### src/logic/usc_params.svh
// Offsets, field positions, reset values and counts of the serial status and control block
// Assumes inclusion by bare name; byte addresses on a 32-bit classic Wishbone slave
// Behaviour
// tx select 10 pulses irq when a move to the shifter empties the buffer.
// tx select 01 pulses irq once the last character left and nothing remains.
// tx select 00 pulses irq on every move from buffer to shifter.
// Software never writes 11 to the tx select field; it is reserved.
// Without infrared, line idles at 0 when inverted, at 1 otherwise.
// With infrared, encoded line idles at 1 when inverted, at 0 otherwise.
// A pending break request sends start, twelve zero bits, then stop.
// Hardware clears the break request once the break has gone out.
// With transmit enabled the serial port drives the transmit pin.
// Disabling transmit aborts the frame, empties the buffer, releases the pin.
// Buffer-full flag reads 1 when full, 0 while a character fits.
// Shifter-empty flag is 1 only with shifter and buffer empty; resets to 1.
// rx select 11 pulses irq on the transfer that makes four characters.
// rx select 10 pulses irq on the transfer that makes three characters.
// rx select 0x pulses irq on every transfer into the receive buffer.
// Overrun sets on arrival into a full buffer; only software clears it.
`ifndef USC_PARAMS_SVH
`define USC_PARAMS_SVH

`define USC_ADR_STA     5'h00
`define USC_ADR_TXD     5'h04
`define USC_ADR_RXD     5'h08
`define USC_ADR_CTRL    5'h0c

`define USC_B_TXSEL_HI  15
`define USC_B_INV       14
`define USC_B_TXSEL_LO  13
`define USC_B_BRK       11
`define USC_B_TXEN      10
`define USC_B_BFULL     9
`define USC_B_TEMPTY    8
`define USC_B_RXSEL_HI  7
`define USC_B_RXSEL_LO  6
`define USC_B_ADET      5
`define USC_B_RIDLE     4
`define USC_B_PERR      3
`define USC_B_FERR      2
`define USC_B_OVR       1
`define USC_B_RXAV      0
`define USC_B_INFRARED_ENCODE_ENABLE      16

`define USC_STA_RST     16'h0110
`define USC_DIV_RST     16'h0015
`define USC_DATA_BITS   4'h8
`define USC_BRK_BITS    4'hc

`endif

### src/logic/usc_pkg.sv
// Types shared by the serial status and control block
// Assumes nothing beyond a SystemVerilog compiler
`default_nettype none
package usc_pkg;
  // Gray order along idle, start, data, stop
  typedef enum logic [1:0] {
    USC_IDLE  = 2'b00,
    USC_START = 2'b01,
    USC_DATA  = 2'b11,
    USC_STOP  = 2'b10
  } usc_bit_e;
  typedef logic [7:0] usc_char_t;
endpackage : usc_pkg
`default_nettype wire

### src/logic/usc_fifo.sv
// Small FIFO with valid and ready on both sides, flush and fill count
// Assumes one clock, synchronous active-high reset and a freezing clock enable
`timescale 1ns/1ps
`default_nettype none
module usc_fifo #(
  parameter int W     = 8,
  parameter int DEPTH = 2,
  parameter int AW    = (DEPTH > 1) ? $clog2(DEPTH) : 1
) (
  // Clock and control
  input  wire logic          clk_i,
  input  wire logic          rst_i,
  input  wire logic          ce_i,
  input  wire logic          flush_i,
  // Filling side
  input  wire logic          in_valid_i,
  output logic               in_ready_o,
  input  wire logic [W-1:0]  in_data_i,
  // Draining side
  output logic               out_valid_o,
  input  wire logic          out_ready_i,
  output logic [W-1:0]       out_data_o,
  output logic [AW:0]        count_o
);
  logic [W-1:0] mem_q [DEPTH];
  logic [AW-1:0] wp_q;
  logic [AW-1:0] rp_q;
  logic [AW:0]   cnt_q;
  logic          push;
  logic          pop;

  assign in_ready_o  = cnt_q != (AW+1)'(DEPTH);
  assign out_valid_o = cnt_q != '0;
  assign out_data_o  = mem_q[rp_q];
  assign count_o     = cnt_q;
  assign push        = in_valid_i && in_ready_o;
  assign pop         = out_valid_o && out_ready_i;

  function automatic logic [AW-1:0] wrap_inc(input logic [AW-1:0] p);
    wrap_inc = (p == AW'(DEPTH - 1)) ? '0 : p + 1'b1;
  endfunction

  always_ff @(posedge clk_i) begin
    if (rst_i || (ce_i && flush_i)) begin
      wp_q  <= '0;
      rp_q  <= '0;
      cnt_q <= '0;
    end else if (ce_i) begin
      if (push) begin
        wp_q <= wrap_inc(wp_q);
      end
      if (pop) begin
        rp_q <= wrap_inc(rp_q);
      end
      cnt_q <= cnt_q + (AW+1)'(push) - (AW+1)'(pop);
    end
  end

  // Storage needs no reset; count guards every read
  always_ff @(posedge clk_i) begin
    if (ce_i && push && !flush_i) begin
      mem_q[wp_q] <= in_data_i;
    end
  end
endmodule : usc_fifo
`default_nettype wire

### src/logic/usc_bit_timer.sv
// Bit-period down counter: reload on load_i, tick when it reaches zero
// Assumes one clock, synchronous active-high reset and a freezing clock enable
`timescale 1ns/1ps
`default_nettype none
module usc_bit_timer #(
  parameter int W = 16
) (
  // Clock and control
  input  wire logic          clk_i,
  input  wire logic          rst_i,
  input  wire logic          ce_i,
  input  wire logic          load_i,
  input  wire logic          half_i,
  input  wire logic [W-1:0]  div_i,
  // Timing
  output logic               tick_o,
  output logic [W-1:0]       cnt_o
);
  logic [W-1:0] cnt_q;

  always_ff @(posedge clk_i) begin
    if (rst_i) begin
      cnt_q <= '0;
    end else if (ce_i) begin
      if (load_i) begin
        cnt_q <= half_i ? (div_i >> 1) : div_i;
      end else if (cnt_q == '0) begin
        cnt_q <= div_i;
      end else begin
        cnt_q <= cnt_q - 1'b1;
      end
    end
  end

  assign tick_o = ce_i && !load_i && (cnt_q == '0);
  assign cnt_o  = cnt_q;
endmodule : usc_bit_timer
`default_nettype wire

### src/logic/usc_status_ctrl.sv
// Serial port status and control: Wishbone registers, transmitter, receiver
// Assumes synchronous serial input and a host interrupt controller on the irq pulses
//
// Design decisions made here: the Wishbone register port and the placing of the registers.
`timescale 1ns/1ps
`default_nettype none
`include "usc_params.svh"
module usc_status_ctrl #(
  parameter int DIV_W    = 16,
  parameter int TX_DEPTH = 2,
  parameter int RX_DEPTH = 4
) (
  // Clock, reset, enable
  input  wire logic         clk_i,
  input  wire logic         rst_i,
  input  wire logic         ce_i,
  // Wishbone slave
  input  wire logic         wb_cyc_i,
  input  wire logic         wb_stb_i,
  input  wire logic         wb_we_i,
  input  wire logic [4:0]   wb_adr_i,
  input  wire logic [3:0]   wb_sel_i,
  input  wire logic [31:0]  wb_dat_i,
  output logic [31:0]       wb_dat_o,
  output logic              wb_ack_o,
  // Serial line
  output logic              serial_tx_o,
  output logic              serial_tx_oe_o,
  input  wire logic         serial_rx_i,
  // Interrupt pulses
  output logic              tx_irq_o,
  output logic              rx_irq_o
);
  import usc_pkg::*;

  localparam int TX_AW = (TX_DEPTH > 1) ? $clog2(TX_DEPTH) : 1;
  localparam int RX_AW = (RX_DEPTH > 1) ? $clog2(RX_DEPTH) : 1;

  // Control and status state
  logic [1:0]       tx_irq_select_q;
  logic             tx_polarity_invert_q;
  logic             send_break_request_q;
  logic             tx_enable_bit_q;
  logic [1:0]       rx_irq_select_q;
  logic             addr_detect_q;
  logic             rx_overrun_flag_q;
  logic             rx_frame_err_q;
  logic             infrared_encode_enable_q;
  logic [DIV_W-1:0] div_q;
  logic             ack_q;
  logic [31:0]      rdat_q;
  logic             txo_q;
  logic             txoe_q;
  logic             tx_irq_q;
  logic             rx_irq_q;

  // Bus decode
  logic             req;
  logic             wr;
  logic             rd;
  logic [4:0]       adr;
  logic             sta_wr_hi;
  logic             sta_wr_lo;

  // Transmit path
  usc_bit_e         tx_st_q;
  logic [11:0]      tx_sh_q;
  logic [3:0]       tx_n_q;
  logic             tx_brk_q;
  logic             tx_lvl;
  logic             tx_take;
  logic             tx_start_brk;
  logic             tx_done;
  logic             tx_tick;
  logic [DIV_W-1:0] tx_cnt;
  logic             ir_phase;
  logic             txf_push;
  logic             txf_in_ready;
  logic             txf_valid;
  usc_char_t        txf_data;
  logic [TX_AW:0]   txf_count;
  logic             tx_shifter_empty_flag;
  logic             tx_buffer_full_flag;

  // Receive path
  usc_bit_e         rx_st_q;
  usc_char_t        rx_shift_register_q;
  logic [3:0]       rx_n_q;
  logic             rx_tick;
  logic             rx_load;
  logic             rx_done;
  logic             rx_push;
  logic             rxf_in_ready;
  logic             rxf_valid;
  logic             rxf_pop;
  usc_char_t        rxf_data;
  logic [RX_AW:0]   rxf_count;
  logic [RX_AW:0]   rx_after;

  assign adr       = {wb_adr_i[4:2], 2'b00};
  assign req       = wb_cyc_i && wb_stb_i && !ack_q;
  assign wr        = req && wb_we_i;
  assign rd        = req && !wb_we_i;
  assign sta_wr_hi = wr && (adr == `USC_ADR_STA) && wb_sel_i[1];
  assign sta_wr_lo = wr && (adr == `USC_ADR_STA) && wb_sel_i[0];
  assign txf_push  = wr && (adr == `USC_ADR_TXD) && wb_sel_i[0];
  assign rxf_pop   = rd && (adr == `USC_ADR_RXD) && rxf_valid;

  // buffer full flag
  assign tx_buffer_full_flag   = !txf_in_ready;
  // both stages empty
  assign tx_shifter_empty_flag = (tx_st_q == USC_IDLE) && !txf_valid;

  // Bus answer: one cycle after the request, dropped the cycle after
  always_ff @(posedge clk_i) begin
    if (rst_i) begin
      ack_q  <= 1'b0;
      rdat_q <= '0;
    end else if (ce_i) begin
      ack_q  <= req;
      rdat_q <= '0;
      if (rd) begin
        case (adr)
          `USC_ADR_STA: begin
            rdat_q[`USC_B_TXSEL_HI] <= tx_irq_select_q[1];
            rdat_q[`USC_B_INV]      <= tx_polarity_invert_q;
            rdat_q[`USC_B_TXSEL_LO] <= tx_irq_select_q[0];
            rdat_q[`USC_B_BRK]      <= send_break_request_q;
            rdat_q[`USC_B_TXEN]     <= tx_enable_bit_q;
            rdat_q[`USC_B_BFULL]    <= tx_buffer_full_flag;
            rdat_q[`USC_B_TEMPTY]   <= tx_shifter_empty_flag;
            rdat_q[`USC_B_RXSEL_HI] <= rx_irq_select_q[1];
            rdat_q[`USC_B_RXSEL_LO] <= rx_irq_select_q[0];
            rdat_q[`USC_B_ADET]     <= addr_detect_q;
            rdat_q[`USC_B_RIDLE]    <= rx_st_q == USC_IDLE;
            rdat_q[`USC_B_FERR]     <= rx_frame_err_q;
            rdat_q[`USC_B_OVR]      <= rx_overrun_flag_q;
            rdat_q[`USC_B_RXAV]     <= rxf_valid;
          end
          `USC_ADR_RXD: rdat_q[7:0] <= rxf_valid ? rxf_data : 8'h00;
          `USC_ADR_CTRL: begin
            rdat_q[DIV_W-1:0]    <= div_q;
            rdat_q[`USC_B_INFRARED_ENCODE_ENABLE]  <= infrared_encode_enable_q;
          end
          default: rdat_q <= '0;
        endcase
      end
    end
  end

  // Software written control
  always_ff @(posedge clk_i) begin
    if (rst_i) begin
      tx_irq_select_q          <= 2'b00;
      tx_polarity_invert_q     <= 1'b0;
      tx_enable_bit_q          <= 1'b0;
      rx_irq_select_q          <= 2'b00;
      addr_detect_q            <= 1'b0;
      infrared_encode_enable_q <= 1'b0;
      div_q                    <= DIV_W'(`USC_DIV_RST);
    end else if (ce_i) begin
      if (sta_wr_hi) begin
        // reserved code stored as written
        tx_irq_select_q      <= {wb_dat_i[`USC_B_TXSEL_HI], wb_dat_i[`USC_B_TXSEL_LO]};
        tx_polarity_invert_q <= wb_dat_i[`USC_B_INV];
        tx_enable_bit_q      <= wb_dat_i[`USC_B_TXEN];
      end
      if (sta_wr_lo) begin
        rx_irq_select_q <= wb_dat_i[`USC_B_RXSEL_HI:`USC_B_RXSEL_LO];
        addr_detect_q   <= wb_dat_i[`USC_B_ADET];
      end
      if (wr && (adr == `USC_ADR_CTRL)) begin
        if (wb_sel_i[0]) begin
          div_q <= wb_dat_i[DIV_W-1:0];
        end
        if (wb_sel_i[2]) begin
          infrared_encode_enable_q <= wb_dat_i[`USC_B_INFRARED_ENCODE_ENABLE];
        end
      end
    end
  end

  // self clearing break request; a software set wins
  always_ff @(posedge clk_i) begin
    if (rst_i) begin
      send_break_request_q <= 1'b0;
    end else if (ce_i) begin
      if (sta_wr_hi) begin
        send_break_request_q <= wb_dat_i[`USC_B_BRK];
      end else if (tx_done && tx_brk_q) begin
        send_break_request_q <= 1'b0;
      end
    end
  end

  // overrun flag; arrival wins over a clearing write
  always_ff @(posedge clk_i) begin
    if (rst_i) begin
      rx_overrun_flag_q <= 1'b0;
    end else if (ce_i) begin
      if (rx_done && !rxf_in_ready) begin
        rx_overrun_flag_q <= 1'b1;
      end else if (sta_wr_lo && !wb_dat_i[`USC_B_OVR]) begin
        rx_overrun_flag_q <= 1'b0;
      end
    end
  end

  // Transmit buffer; a write to a full buffer is dropped
  usc_fifo #(.W(8), .DEPTH(TX_DEPTH)) u_tx_buf (
    .clk_i       (clk_i),
    .rst_i       (rst_i),
    .ce_i        (ce_i),
    .flush_i     (!tx_enable_bit_q),
    .in_valid_i  (txf_push),
    .in_ready_o  (txf_in_ready),
    .in_data_i   (wb_dat_i[7:0]),
    .out_valid_o (txf_valid),
    .out_ready_i (tx_take),
    .out_data_o  (txf_data),
    .count_o     (txf_count)
  );

  usc_bit_timer #(.W(DIV_W)) u_tx_timer (
    .clk_i  (clk_i),
    .rst_i  (rst_i),
    .ce_i   (ce_i),
    .load_i (tx_take || tx_start_brk),
    .half_i (1'b0),
    .div_i  (div_q),
    .tick_o (tx_tick),
    .cnt_o  (tx_cnt)
  );

  // a pending break goes before queued data
  assign tx_start_brk = tx_enable_bit_q && (tx_st_q == USC_IDLE) && send_break_request_q;
  assign tx_take      = tx_enable_bit_q && (tx_st_q == USC_IDLE) && !send_break_request_q
                        && txf_valid;
  assign tx_done      = tx_tick && (tx_st_q == USC_STOP);

  // disable aborts the frame in flight
  always_ff @(posedge clk_i) begin
    if (rst_i) begin
      tx_st_q  <= USC_IDLE;
      tx_sh_q  <= '0;
      tx_n_q   <= '0;
      tx_brk_q <= 1'b0;
    end else if (ce_i) begin
      if (!tx_enable_bit_q) begin
        tx_st_q <= USC_IDLE;
      end else begin
        case (tx_st_q)
          USC_IDLE: begin
            if (tx_take || tx_start_brk) begin
              tx_st_q  <= USC_START;
              tx_sh_q  <= tx_take ? {4'h0, txf_data} : 12'h000;
              // twelve zero bits
              tx_n_q   <= tx_take ? `USC_DATA_BITS : `USC_BRK_BITS;
              tx_brk_q <= !tx_take;
            end
          end
          USC_START: if (tx_tick) begin
            tx_st_q <= USC_DATA;
          end
          USC_DATA: if (tx_tick) begin
            tx_sh_q <= tx_sh_q >> 1;
            tx_n_q  <= tx_n_q - 4'h1;
            if (tx_n_q == 4'h1) begin
              tx_st_q <= USC_STOP;
            end
          end
          USC_STOP: if (tx_tick) begin
            tx_st_q <= USC_IDLE;
          end
          default: tx_st_q <= USC_IDLE;
        endcase
      end
    end
  end

  assign tx_lvl   = (tx_st_q == USC_START) ? 1'b0 :
                    (tx_st_q == USC_DATA)  ? tx_sh_q[0] : 1'b1;
  // Pulse in the first quarter of a zero bit; narrower than a bit, so the far end
  // must time its decode from the pulse edge
  assign ir_phase = tx_cnt > (div_q - (div_q >> 2));

  always_ff @(posedge clk_i) begin
    if (rst_i) begin
      txo_q  <= 1'b1;
      txoe_q <= 1'b0;
    end else if (ce_i) begin
      // pin owned while enabled
      txoe_q <= tx_enable_bit_q;
      if (infrared_encode_enable_q) begin
        // encoded idle follows the invert bit
        txo_q <= (!tx_lvl && ir_phase) ? !tx_polarity_invert_q : tx_polarity_invert_q;
      end else begin
        // plain idle is the inverse of the invert bit
        txo_q <= tx_lvl ^ tx_polarity_invert_q;
      end
    end
  end

  // transmit event select
  always_ff @(posedge clk_i) begin
    if (rst_i) begin
      tx_irq_q <= 1'b0;
    end else if (ce_i) begin
      case (tx_irq_select_q)
        2'b00: tx_irq_q <= tx_take;
        2'b10: tx_irq_q <= tx_take && (txf_count == (TX_AW+1)'(1)) && !txf_push;
        2'b01: tx_irq_q <= tx_done && !txf_valid;
        default: tx_irq_q <= 1'b0;
      endcase
    end
  end

  // Receive buffer
  usc_fifo #(.W(8), .DEPTH(RX_DEPTH)) u_rx_buf (
    .clk_i       (clk_i),
    .rst_i       (rst_i),
    .ce_i        (ce_i),
    .flush_i     (1'b0),
    .in_valid_i  (rx_done),
    .in_ready_o  (rxf_in_ready),
    .in_data_i   (rx_shift_register_q),
    .out_valid_o (rxf_valid),
    .out_ready_i (rxf_pop),
    .out_data_o  (rxf_data),
    .count_o     (rxf_count)
  );

  usc_bit_timer #(.W(DIV_W)) u_rx_timer (
    .clk_i  (clk_i),
    .rst_i  (rst_i),
    .ce_i   (ce_i),
    .load_i (rx_load),
    .half_i (1'b1),
    .div_i  (div_q),
    .tick_o (rx_tick),
    .cnt_o  ()
  );

  assign rx_load  = (rx_st_q == USC_IDLE) && !serial_rx_i;
  assign rx_done  = rx_tick && (rx_st_q == USC_STOP);
  assign rx_push  = rx_done && rxf_in_ready;
  assign rx_after = rxf_count + (RX_AW+1)'(1) - (RX_AW+1)'(rxf_pop);

  // Half-period load centres every sample; a short low pulse is dropped at start
  always_ff @(posedge clk_i) begin
    if (rst_i) begin
      rx_st_q             <= USC_IDLE;
      rx_shift_register_q <= '0;
      rx_n_q              <= '0;
      rx_frame_err_q      <= 1'b0;
    end else if (ce_i) begin
      case (rx_st_q)
        USC_IDLE: if (rx_load) begin
          rx_st_q <= USC_START;
        end
        USC_START: if (rx_tick) begin
          rx_st_q <= serial_rx_i ? USC_IDLE : USC_DATA;
          rx_n_q  <= `USC_DATA_BITS;
        end
        USC_DATA: if (rx_tick) begin
          rx_shift_register_q <= {serial_rx_i, rx_shift_register_q[7:1]};
          rx_n_q              <= rx_n_q - 4'h1;
          if (rx_n_q == 4'h1) begin
            rx_st_q <= USC_STOP;
          end
        end
        USC_STOP: if (rx_tick) begin
          rx_st_q        <= USC_IDLE;
          rx_frame_err_q <= !serial_rx_i;
        end
        default: rx_st_q <= USC_IDLE;
      endcase
    end
  end

  // receive event select
  always_ff @(posedge clk_i) begin
    if (rst_i) begin
      rx_irq_q <= 1'b0;
    end else if (ce_i) begin
      case (rx_irq_select_q)
        2'b11: rx_irq_q <= rx_push && (rx_after == (RX_AW+1)'(RX_DEPTH));
        2'b10: rx_irq_q <= rx_push && (rx_after == (RX_AW+1)'(RX_DEPTH - 1));
        default: rx_irq_q <= rx_push;
      endcase
    end
  end

  assign wb_dat_o       = rdat_q;
  assign wb_ack_o       = ack_q;
  assign serial_tx_o    = txo_q;
  assign serial_tx_oe_o = txoe_q;
  assign tx_irq_o       = tx_irq_q;
  assign rx_irq_o       = rx_irq_q;
endmodule : usc_status_ctrl
`default_nettype wire

### config.mk
export PLATFORM = sky130hd
export DESIGN_NAME = usc_status_ctrl
export DESIGN_NICKNAME = d
export VERILOG_FILES = /design/src/logic/usc_pkg.sv /design/src/logic/usc_fifo.sv /design/src/logic/usc_bit_timer.sv /design/src/logic/usc_status_ctrl.sv
export VERILOG_INCLUDE_DIRS = /design/src /design/src/logic
export SDC_FILE = /design/constraint.sdc
export NUM_CORES = 1
export LEC_CHECK = 0
export ABC_AREA = 1
export BUFFER_PORTS_ARGS = -buffer_cell sky130_fd_sc_hd__buf_4
export CORE_MARGIN = 3
export CORE_UTILIZATION = 60
export DETAILED_ROUTE_END_ITERATION = 10
export PLACE_DENSITY = 0.88
export SLEW_MARGIN = 15
export SYNTH_ARGS = -nofsm -noshare
export SYNTH_HDL_FRONTEND = slang
export SYNTH_SLANG_ARGS = --single-unit
### constraint.sdc
create_clock -name clk_i -period 7 [get_ports clk_i]
set_clock_uncertainty 0.1 [all_clocks]
set_input_delay 0 -clock clk_i [delete_from_list [all_inputs] [get_ports clk_i]]
set_output_delay 0 -clock clk_i [all_outputs]
set_load 0.05 [all_outputs]
## Word-level counts from Yosys, hierarchy flattened

Memories as Yosys holds them, arrays and structs flattened. A register that Yosys moved wholly into a read port is not among the register bits.
Cells that the tools add are included.

| cells by class | value |
|---|---|
| equal/unequal tests | 34 |
| bitwise operators | 1 |
| add/sub/neg operators | 15 |
| reductions and logical operators | 87 |
| $lt $le $gt $ge | 1 |
| multiplexer cells | 60 |

Operators with widths:

| operator | number |
|---|---|
| $mux W16 | 4 |
| $logic_and A1 B1 Y1 | 41 |
| $logic_not A16 Y1 | 2 |
| $mux W2 | 16 |
| $sub A16 B1 Y16 const B | 2 |
| $mux W12 | 2 |
| $pmux W12 S2 | 1 |
| $pmux W4 S2 | 3 |
| $eq A2 B2 Y1 const B | 9 |
| $mux W1 | 18 |
| $mux W17 | 1 |
| $gt A16 B16 Y1 | 1 |
| $mux W4 | 4 |
| $mux W8 | 2 |
| $pmux W2 S4 | 2 |
| $reduce_and A2 Y1 | 8 |
| $sub A16 B14 Y16 | 1 |
| $logic_not A1 Y1 | 15 |
| $ne A3 B3 Y1 const B | 5 |
| $ne A2 B2 Y1 const B | 6 |
| $pmux W4 S3 | 1 |
| $reduce_and A3 Y1 | 4 |
| $reduce_and A6 Y1 | 2 |
| $reduce_bool A2 Y1 | 5 |
| 27 further kinds | 43 |

| storage, ports and cells | value |
|---|---|
| register bits | 140 |
| memories kept | 2 |
| RAM bits | 48 |
| input port bits | 48 |
| logic and storage cells | 231 |

Memory list:

| memory | words | bits a word | read ports | clocked after memory_dff | wr ports | line | text |
|---|---|---|---|---|---|---|---|
| u_rx_buf.mem_q | 4 | 8 | 1 | 1 | 1 | usc_fifo.sv:25 | `logic [W-1:0] mem_q [DEPTH];` |
| u_tx_buf.mem_q | 2 | 8 | 1 | 1 | 1 | usc_fifo.sv:25 |  |

## Depth between registers and ports, before layout

| logic depth | value |
|---|---|
| depth after elaboration | 12 |
| gate-level depth with buffers | 22 |
| mapped depth without buffers | 22 |

## By module

From an unflattened synthesis, not the netlist that was laid out.

| second synthesis, totals | value |
|---|---|
| cell total of the unflattened synthesis | 1,432 |
| area, all modules | 10,626.4 um^2 |

By module, submodules not included:

| module | cells each | times used | area an instance (um^2) |
|---|---|---|---|
| usc_status_ctrl | 636 | 1 | 4,579.4 |
| usc_bit_timer | 290 | 2 | 1,716.6 |
| usc_fifo (u_rx_buf) | 144 | 1 | 1,716.6 |
| usc_fifo (u_tx_buf) | 72 | 1 | 897.1 |

## Least setup slack after synthesis

OpenSTA, ideal clock, no wires.

| path | value |
|---|---|
| path type | reg2reg |
| start point | register div_q[0] |
| end point | register txo_q (netlist: serial_tx_o) |
| buffers on the path | 0 |
| library setup time | 115 ps |
| cell stages (with the launch flop) | 21 |
| setup slack | 4,085 ps |
| arrival time | 2,700 ps |
| cells stage by stage | dfxtp_1 > inv_1 > ha_1 > inv_1 > fa_1 > nand3_1 > nand2_1 > a21boi_0 > o21ai_0 > a21oi_1 > xor2_1 > ha_1 > nand4_1 > nor3_1 > nand2_1 > nand2_1 > nand2_1 > nand2_1 > nand2_1 > nand3_1 > nand2_1 |

| on the way | value |
|---|---|
| cells in the longest elaborated chain, start to end | 5 |

Ends and longest elaborated chain:

| element | line | text |
|---|---|---|
| start, declared | usc_status_ctrl.sv:49 | `logic [DIV_W-1:0] div_q;` |
| start signal, assigned | usc_status_ctrl.sv:160 | `` div_q <= DIV_W'(`USC_DIV_RST); `` |
| start signal, assigned | usc_status_ctrl.sv:174 | `div_q <= wb_dat_i[DIV_W-1:0];` |
| $sub A16 B14 Y16 | usc_status_ctrl.sv:285 | `assign ir_phase = tx_cnt > (div_q - (div_q >> 2));` |
| $gt A16 B16 Y1 | usc_status_ctrl.sv:285 |  |
| $logic_and A1 B1 Y1 | usc_status_ctrl.sv:296 | `txo_q <= (!tx_lvl && ir_phase) ? !tx_polarity_invert_q : tx_polarity_invert_q;` |
| $mux W1 | usc_status_ctrl.sv:296 |  |
| $mux W1 | usc_status_ctrl.sv:294 | `if (infrared_encode_enable_q) begin` |
| end signal, assigned | usc_status_ctrl.sv:296 |  |
| end signal, assigned | usc_status_ctrl.sv:299 | `txo_q <= tx_lvl ^ tx_polarity_invert_q;` |
| end, declared | usc_status_ctrl.sv:52 | `logic txo_q;` |

No other way between the ends.
A chain may end at the register's enable or synchronous reset.

## Worst setup path in the final report

Same ends and word-level chain as after synthesis.

==> summary.txt <==
OUTCOME
--------------------------------------------------------------------------------------------
Status                                                                             completed

DIE
--------------------------------------------------------------------------------------------
Effective utilization at floorplan                                                     62.2%
Die area                                                                           17500 um2
CORE AREA                                                                          15400 um2
Total I/O pin count                                                                       85
Number of cell rows                                                                       45
Die span in y                                                                         132 um
Die span in x                                                                         132 um

POWER
--------------------------------------------------------------------------------------------
Worst ir drop on vdd                                                                0.221 mV
Power density relative to cell area                                               263 nW/um2
Logic pwr share                                                                        26.5%
Fraction of power spent switching nets                                                 36.3%
Cell leakage power                                                                   4.60 nW
Switching power                                                                      1.04 mW
Sequential cell fraction of total power                                                39.6%
Int Pwr                                                                              1.83 mW
Clock power share                                                                      33.9%

SETUP PATH
--------------------------------------------------------------------------------------------
Startpoint Class                                                                    register
Worst path arrival time                                                              3.92 ns
Nature of the critical path endpoint                                                register
CP max FO                                                                                  3
Critical setup path kind                                                        register to register
Data required time of the critical path                                              7.23 ns

YOSYS
--------------------------------------------------------------------------------------------
Post-synthesis average cell area                                                    7.66 um2
Most frequent cell after synthesis                                              sky130_fd_sc_hd__nand2_1
Xor/xnor cell area share of the yosys netlist                                          3.29%
Post-synthesis mux area share                                                         0.117%
Share of synthesized flip-flops with an asynchronous set or reset                         0%
Count of flip-flops with a built-in enable after synthesis                                48
Flops & latches, synth                                                                   172
Sequential cell area fraction in the yosys report                                      40.9%
Dominant combinational cell family by area after synthesis                      simple AND/OR/NAND/NOR gates
Synthesized area                                                                    9590 um2
Synth Warn #                                                                               0
Basic-gate share of the synthesized area counting and, or, nand and nor cells          20.9%
Adder-Cell Fraction of Synth Area                                                      6.81%
Number of standard cells after synthesis                                                1252
Synth cell count leaders                                                        sky130_fd_sc_hd__nand2_1, sky130_fd_sc_hd__inv_1, sky130_fd_sc_hd__a21oi_1
Number of unique standard cell types used by synthesis                                    57
Share of the synthesized area in the top cell type                                     25.9%
Commonest register cell after synthesis                                         sky130_fd_sc_hd__dfxtp_1
Biggest area consumer among synthesized cells                                   sky130_fd_sc_hd__dfxtp_1
Synthesized-area fraction occupied by ao, oa, aoi and oai cells                        19.1%
Dominant cells by area after synthesis                                          sky130_fd_sc_hd__dfxtp_1, sky130_fd_sc_hd__edfxtp_1, sky130_fd_sc_hd__nand2_1

STA
--------------------------------------------------------------------------------------------
Max Fclk                                                                             271 MHz
Setup TNS after final layout                                                            0 ns
Max-slew violations                                                                        0
Unrepaired setup endpoints after global routing                                        false
Count of final hold-check violations                                                       0
Final-report setup violation count                                                         0
Slew margin rel.                                                                       37.6%
Time the worst path needs with I/O delays and setup                                  3.70 ns
Slew at the pin with the worst max-slew slack                                       0.933 ns
Final critical-path share of the clock period                                          52.8%

GLOBAL ROUTING
--------------------------------------------------------------------------------------------
Initial antenna violation count                                                            0
Number of global-route vias before repair                                               8558
Overall overflow remaining after global route                                              0
First-pass GRT wire length                                                          42100 um
Maximum number of pins on one net before global-route repair                              66
GR Util All Layers                                                                     29.6%

FINISH
--------------------------------------------------------------------------------------------
Final-stage net count                                                                   1413
Fillers                                                                                 1169
Fraction of layout instances using a drive strength above 1                            8.44%
Synth-to-Final Area Change                                                             13.9%
Fraction of the core area covered by cells at the end of the flow                      70.8%
Count of antenna diodes in the layout                                                      0

ROUTING
--------------------------------------------------------------------------------------------
Number of vias in the routed layout                                                     9163
DRC violations left                                                                        0
Number of violations reported at the end of detailed-routing iteration 0                1047
Detailed-router iteration count before antenna repair                                      8
Routed wire per std cell                                                             17.1 um
Number of routed nets with antenna violations                                              0
Wire length reported by the detailed router                                         26300 um
Via density per instance                                                                5.96

CLOCK TREE
--------------------------------------------------------------------------------------------
TritonCTS clock tree                                                                   built
Clock edge transition at the registers on the reported setup and hold paths          0.08 ns
Clock latency at the later pin of the worst-skew pair                                0.44 ns
Clock tree root buffer cell                                                     sky130_fd_sc_hd__clkbuf_16
TritonCTS Buffers                                                                         17
H-tree depth reported by CTS                                                               4
Max Buffers Root-to-Sink                                                                   2
Num Clock Sinks                                                                          172

PLACEMENT
--------------------------------------------------------------------------------------------
Weighted congestion at the end of routability-driven global placement                  0.954
Estimated wirelength of the detail-placed design                                    17300 um
Number of port buffers                                                                    51

WORST HOLD PATH
--------------------------------------------------------------------------------------------
Classification of the worst-slack hold path                                     input pin to register

FLOW RUN
--------------------------------------------------------------------------------------------
Count of maximum capacitance violations                                                    0

## placed cells by master, fill, tap and decap left out, types with 31 or more instances in the layout
cell type                         n
sky130_fd_sc_hd__nand2_1        224
sky130_fd_sc_hd__inv_1          139
sky130_fd_sc_hd__a21oi_1        130
sky130_fd_sc_hd__o21ai_0        124
sky130_fd_sc_hd__dfxtp_1        124
sky130_fd_sc_hd__nor2_1         119
sky130_fd_sc_hd__nand3_1         62
sky130_fd_sc_hd__buf_4           55
sky130_fd_sc_hd__ha_1            49
sky130_fd_sc_hd__edfxtp_1        48
sky130_fd_sc_hd__dlygate4sd3_1   31
## power by group through the flow
stage,clock [mW],combinational (mW),sequential (mW)
floorplan,0,0.577,1.14
global placement,0,0.696,1.15
detailed placement,0,0.714,1.15
CTS,0.973,0.736,1.13
global route,1.02,0.850,1.14
finish,0.975,0.762,1.14
## final timing paths
| check | depth (start not counted) | startpoint | slack, ns | to |
|---|---|---|---|---|
| setup / recovery | 20 | div_q[0] | 3.30 | serial_tx_o |
| setup reg to reg | 20 | div_q[0] | 3.30 | serial_tx_o |
| hold / removal | 3 | wb_sel_i[1] | 0.01 | tx_polarity_invert_q |
| hold reg to reg | 2 | tx_sh_q[4] | 0.35 | tx_sh_q[4] |
## worst max-delay path, cell delays in order, from the launching register on
cell and delay [ns]:
sky130_fd_sc_hd__dfxtp_1 0.35, sky130_fd_sc_hd__inv_1 0.15, sky130_fd_sc_hd__ha_1 0.17, sky130_fd_sc_hd__inv_1 0.06, sky130_fd_sc_hd__fa_1 0.41, sky130_fd_sc_hd__nand3_1 0.09, sky130_fd_sc_hd__nand2_1 0.11, sky130_fd_sc_hd__a21boi_0 0.41
sky130_fd_sc_hd__o21ai_0 0.22, sky130_fd_sc_hd__a21oi_1 0.20, sky130_fd_sc_hd__xor2_1 0.11, sky130_fd_sc_hd__ha_1 0.30, sky130_fd_sc_hd__nand4_1 0.10, sky130_fd_sc_hd__nor3_1 0.31, sky130_fd_sc_hd__nand2_1 0.09, sky130_fd_sc_hd__nand2_1 0.06
sky130_fd_sc_hd__nand2_1 0.06, sky130_fd_sc_hd__nand2_1 0.06, sky130_fd_sc_hd__nand2_1 0.05, sky130_fd_sc_hd__nand3_1 0.09, sky130_fd_sc_hd__nand2_1 0.07
## metrics by stage
stage	instance area, um2	worst slack [ns]	total power, mW	std cells	hold slack [ns]
after floorplan	9640	4.08	1.72	1266	-0.0100
after global placement	10000	3.46	1.85	1475	0.117
after detailed placement	10000	3.46	1.87	1475	0.118
after CTS	10900	3.43	2.84	1538	0.00295
after global routing	10900	2.95	3.01	1538	0.0294
final	10900	3.30	2.88	1538	0.0147
## kinds of logic after synthesis
group | after synthesis
compound gates | 328
xor+xnor | 36
fa+ha+maj | 51
buf+inv | 199
flops | 172
mux | 1
other cells | 1
simple gates | 464
## metal layers
layer,wire (um),track usage (%),vias up,part of all wire (%)
met1,10300,36.3,4192,39
met3,2190,4.52,118,8.3
met2,12500,50.1,525,48
met5,0,0,-,0
met4,1320,16.1,0,5.0
li1,-,-,4328,-
## timing repair
item / 4_1_cts / 5_1_grt
hold buffers: 31 / 0
setup endpoints to repair: 0 / 0
gates resized for setup: 0 / 0
endpoints found under the hold margin: 61 / 0
buffers inserted: 0 / 0
## final cells by class
type | instances | area, um2 | area share (%)
well taps | 211 | 264 | 2.42
repair buffers | 86 | 723 | 6.62
flip-flops and latches | 172 | 3920 | 35.9
multi-input cells | 895 | 4870 | 44.6
inverters | 142 | 533 | 4.88
clock buffers | 17 | 425 | 3.89
clock inverters | 15 | 186 | 1.71
## state kept, by name, indices dropped and copies added (netlist names), 3 cells and up, named ones only
name and flops:
div_q 16, rx_n_q 4, rx_shift_register_q 8, tx_n_q 4, tx_sh_q 8, u_rx_buf.count_o 3
u_rx_buf.mem_q 32, u_rx_timer.cnt_o 16, u_tx_buf.mem_q 16, u_tx_timer.cnt_o 16, wb_dat_o 17
Note: power is estimated with default switching activity, not from simulation.
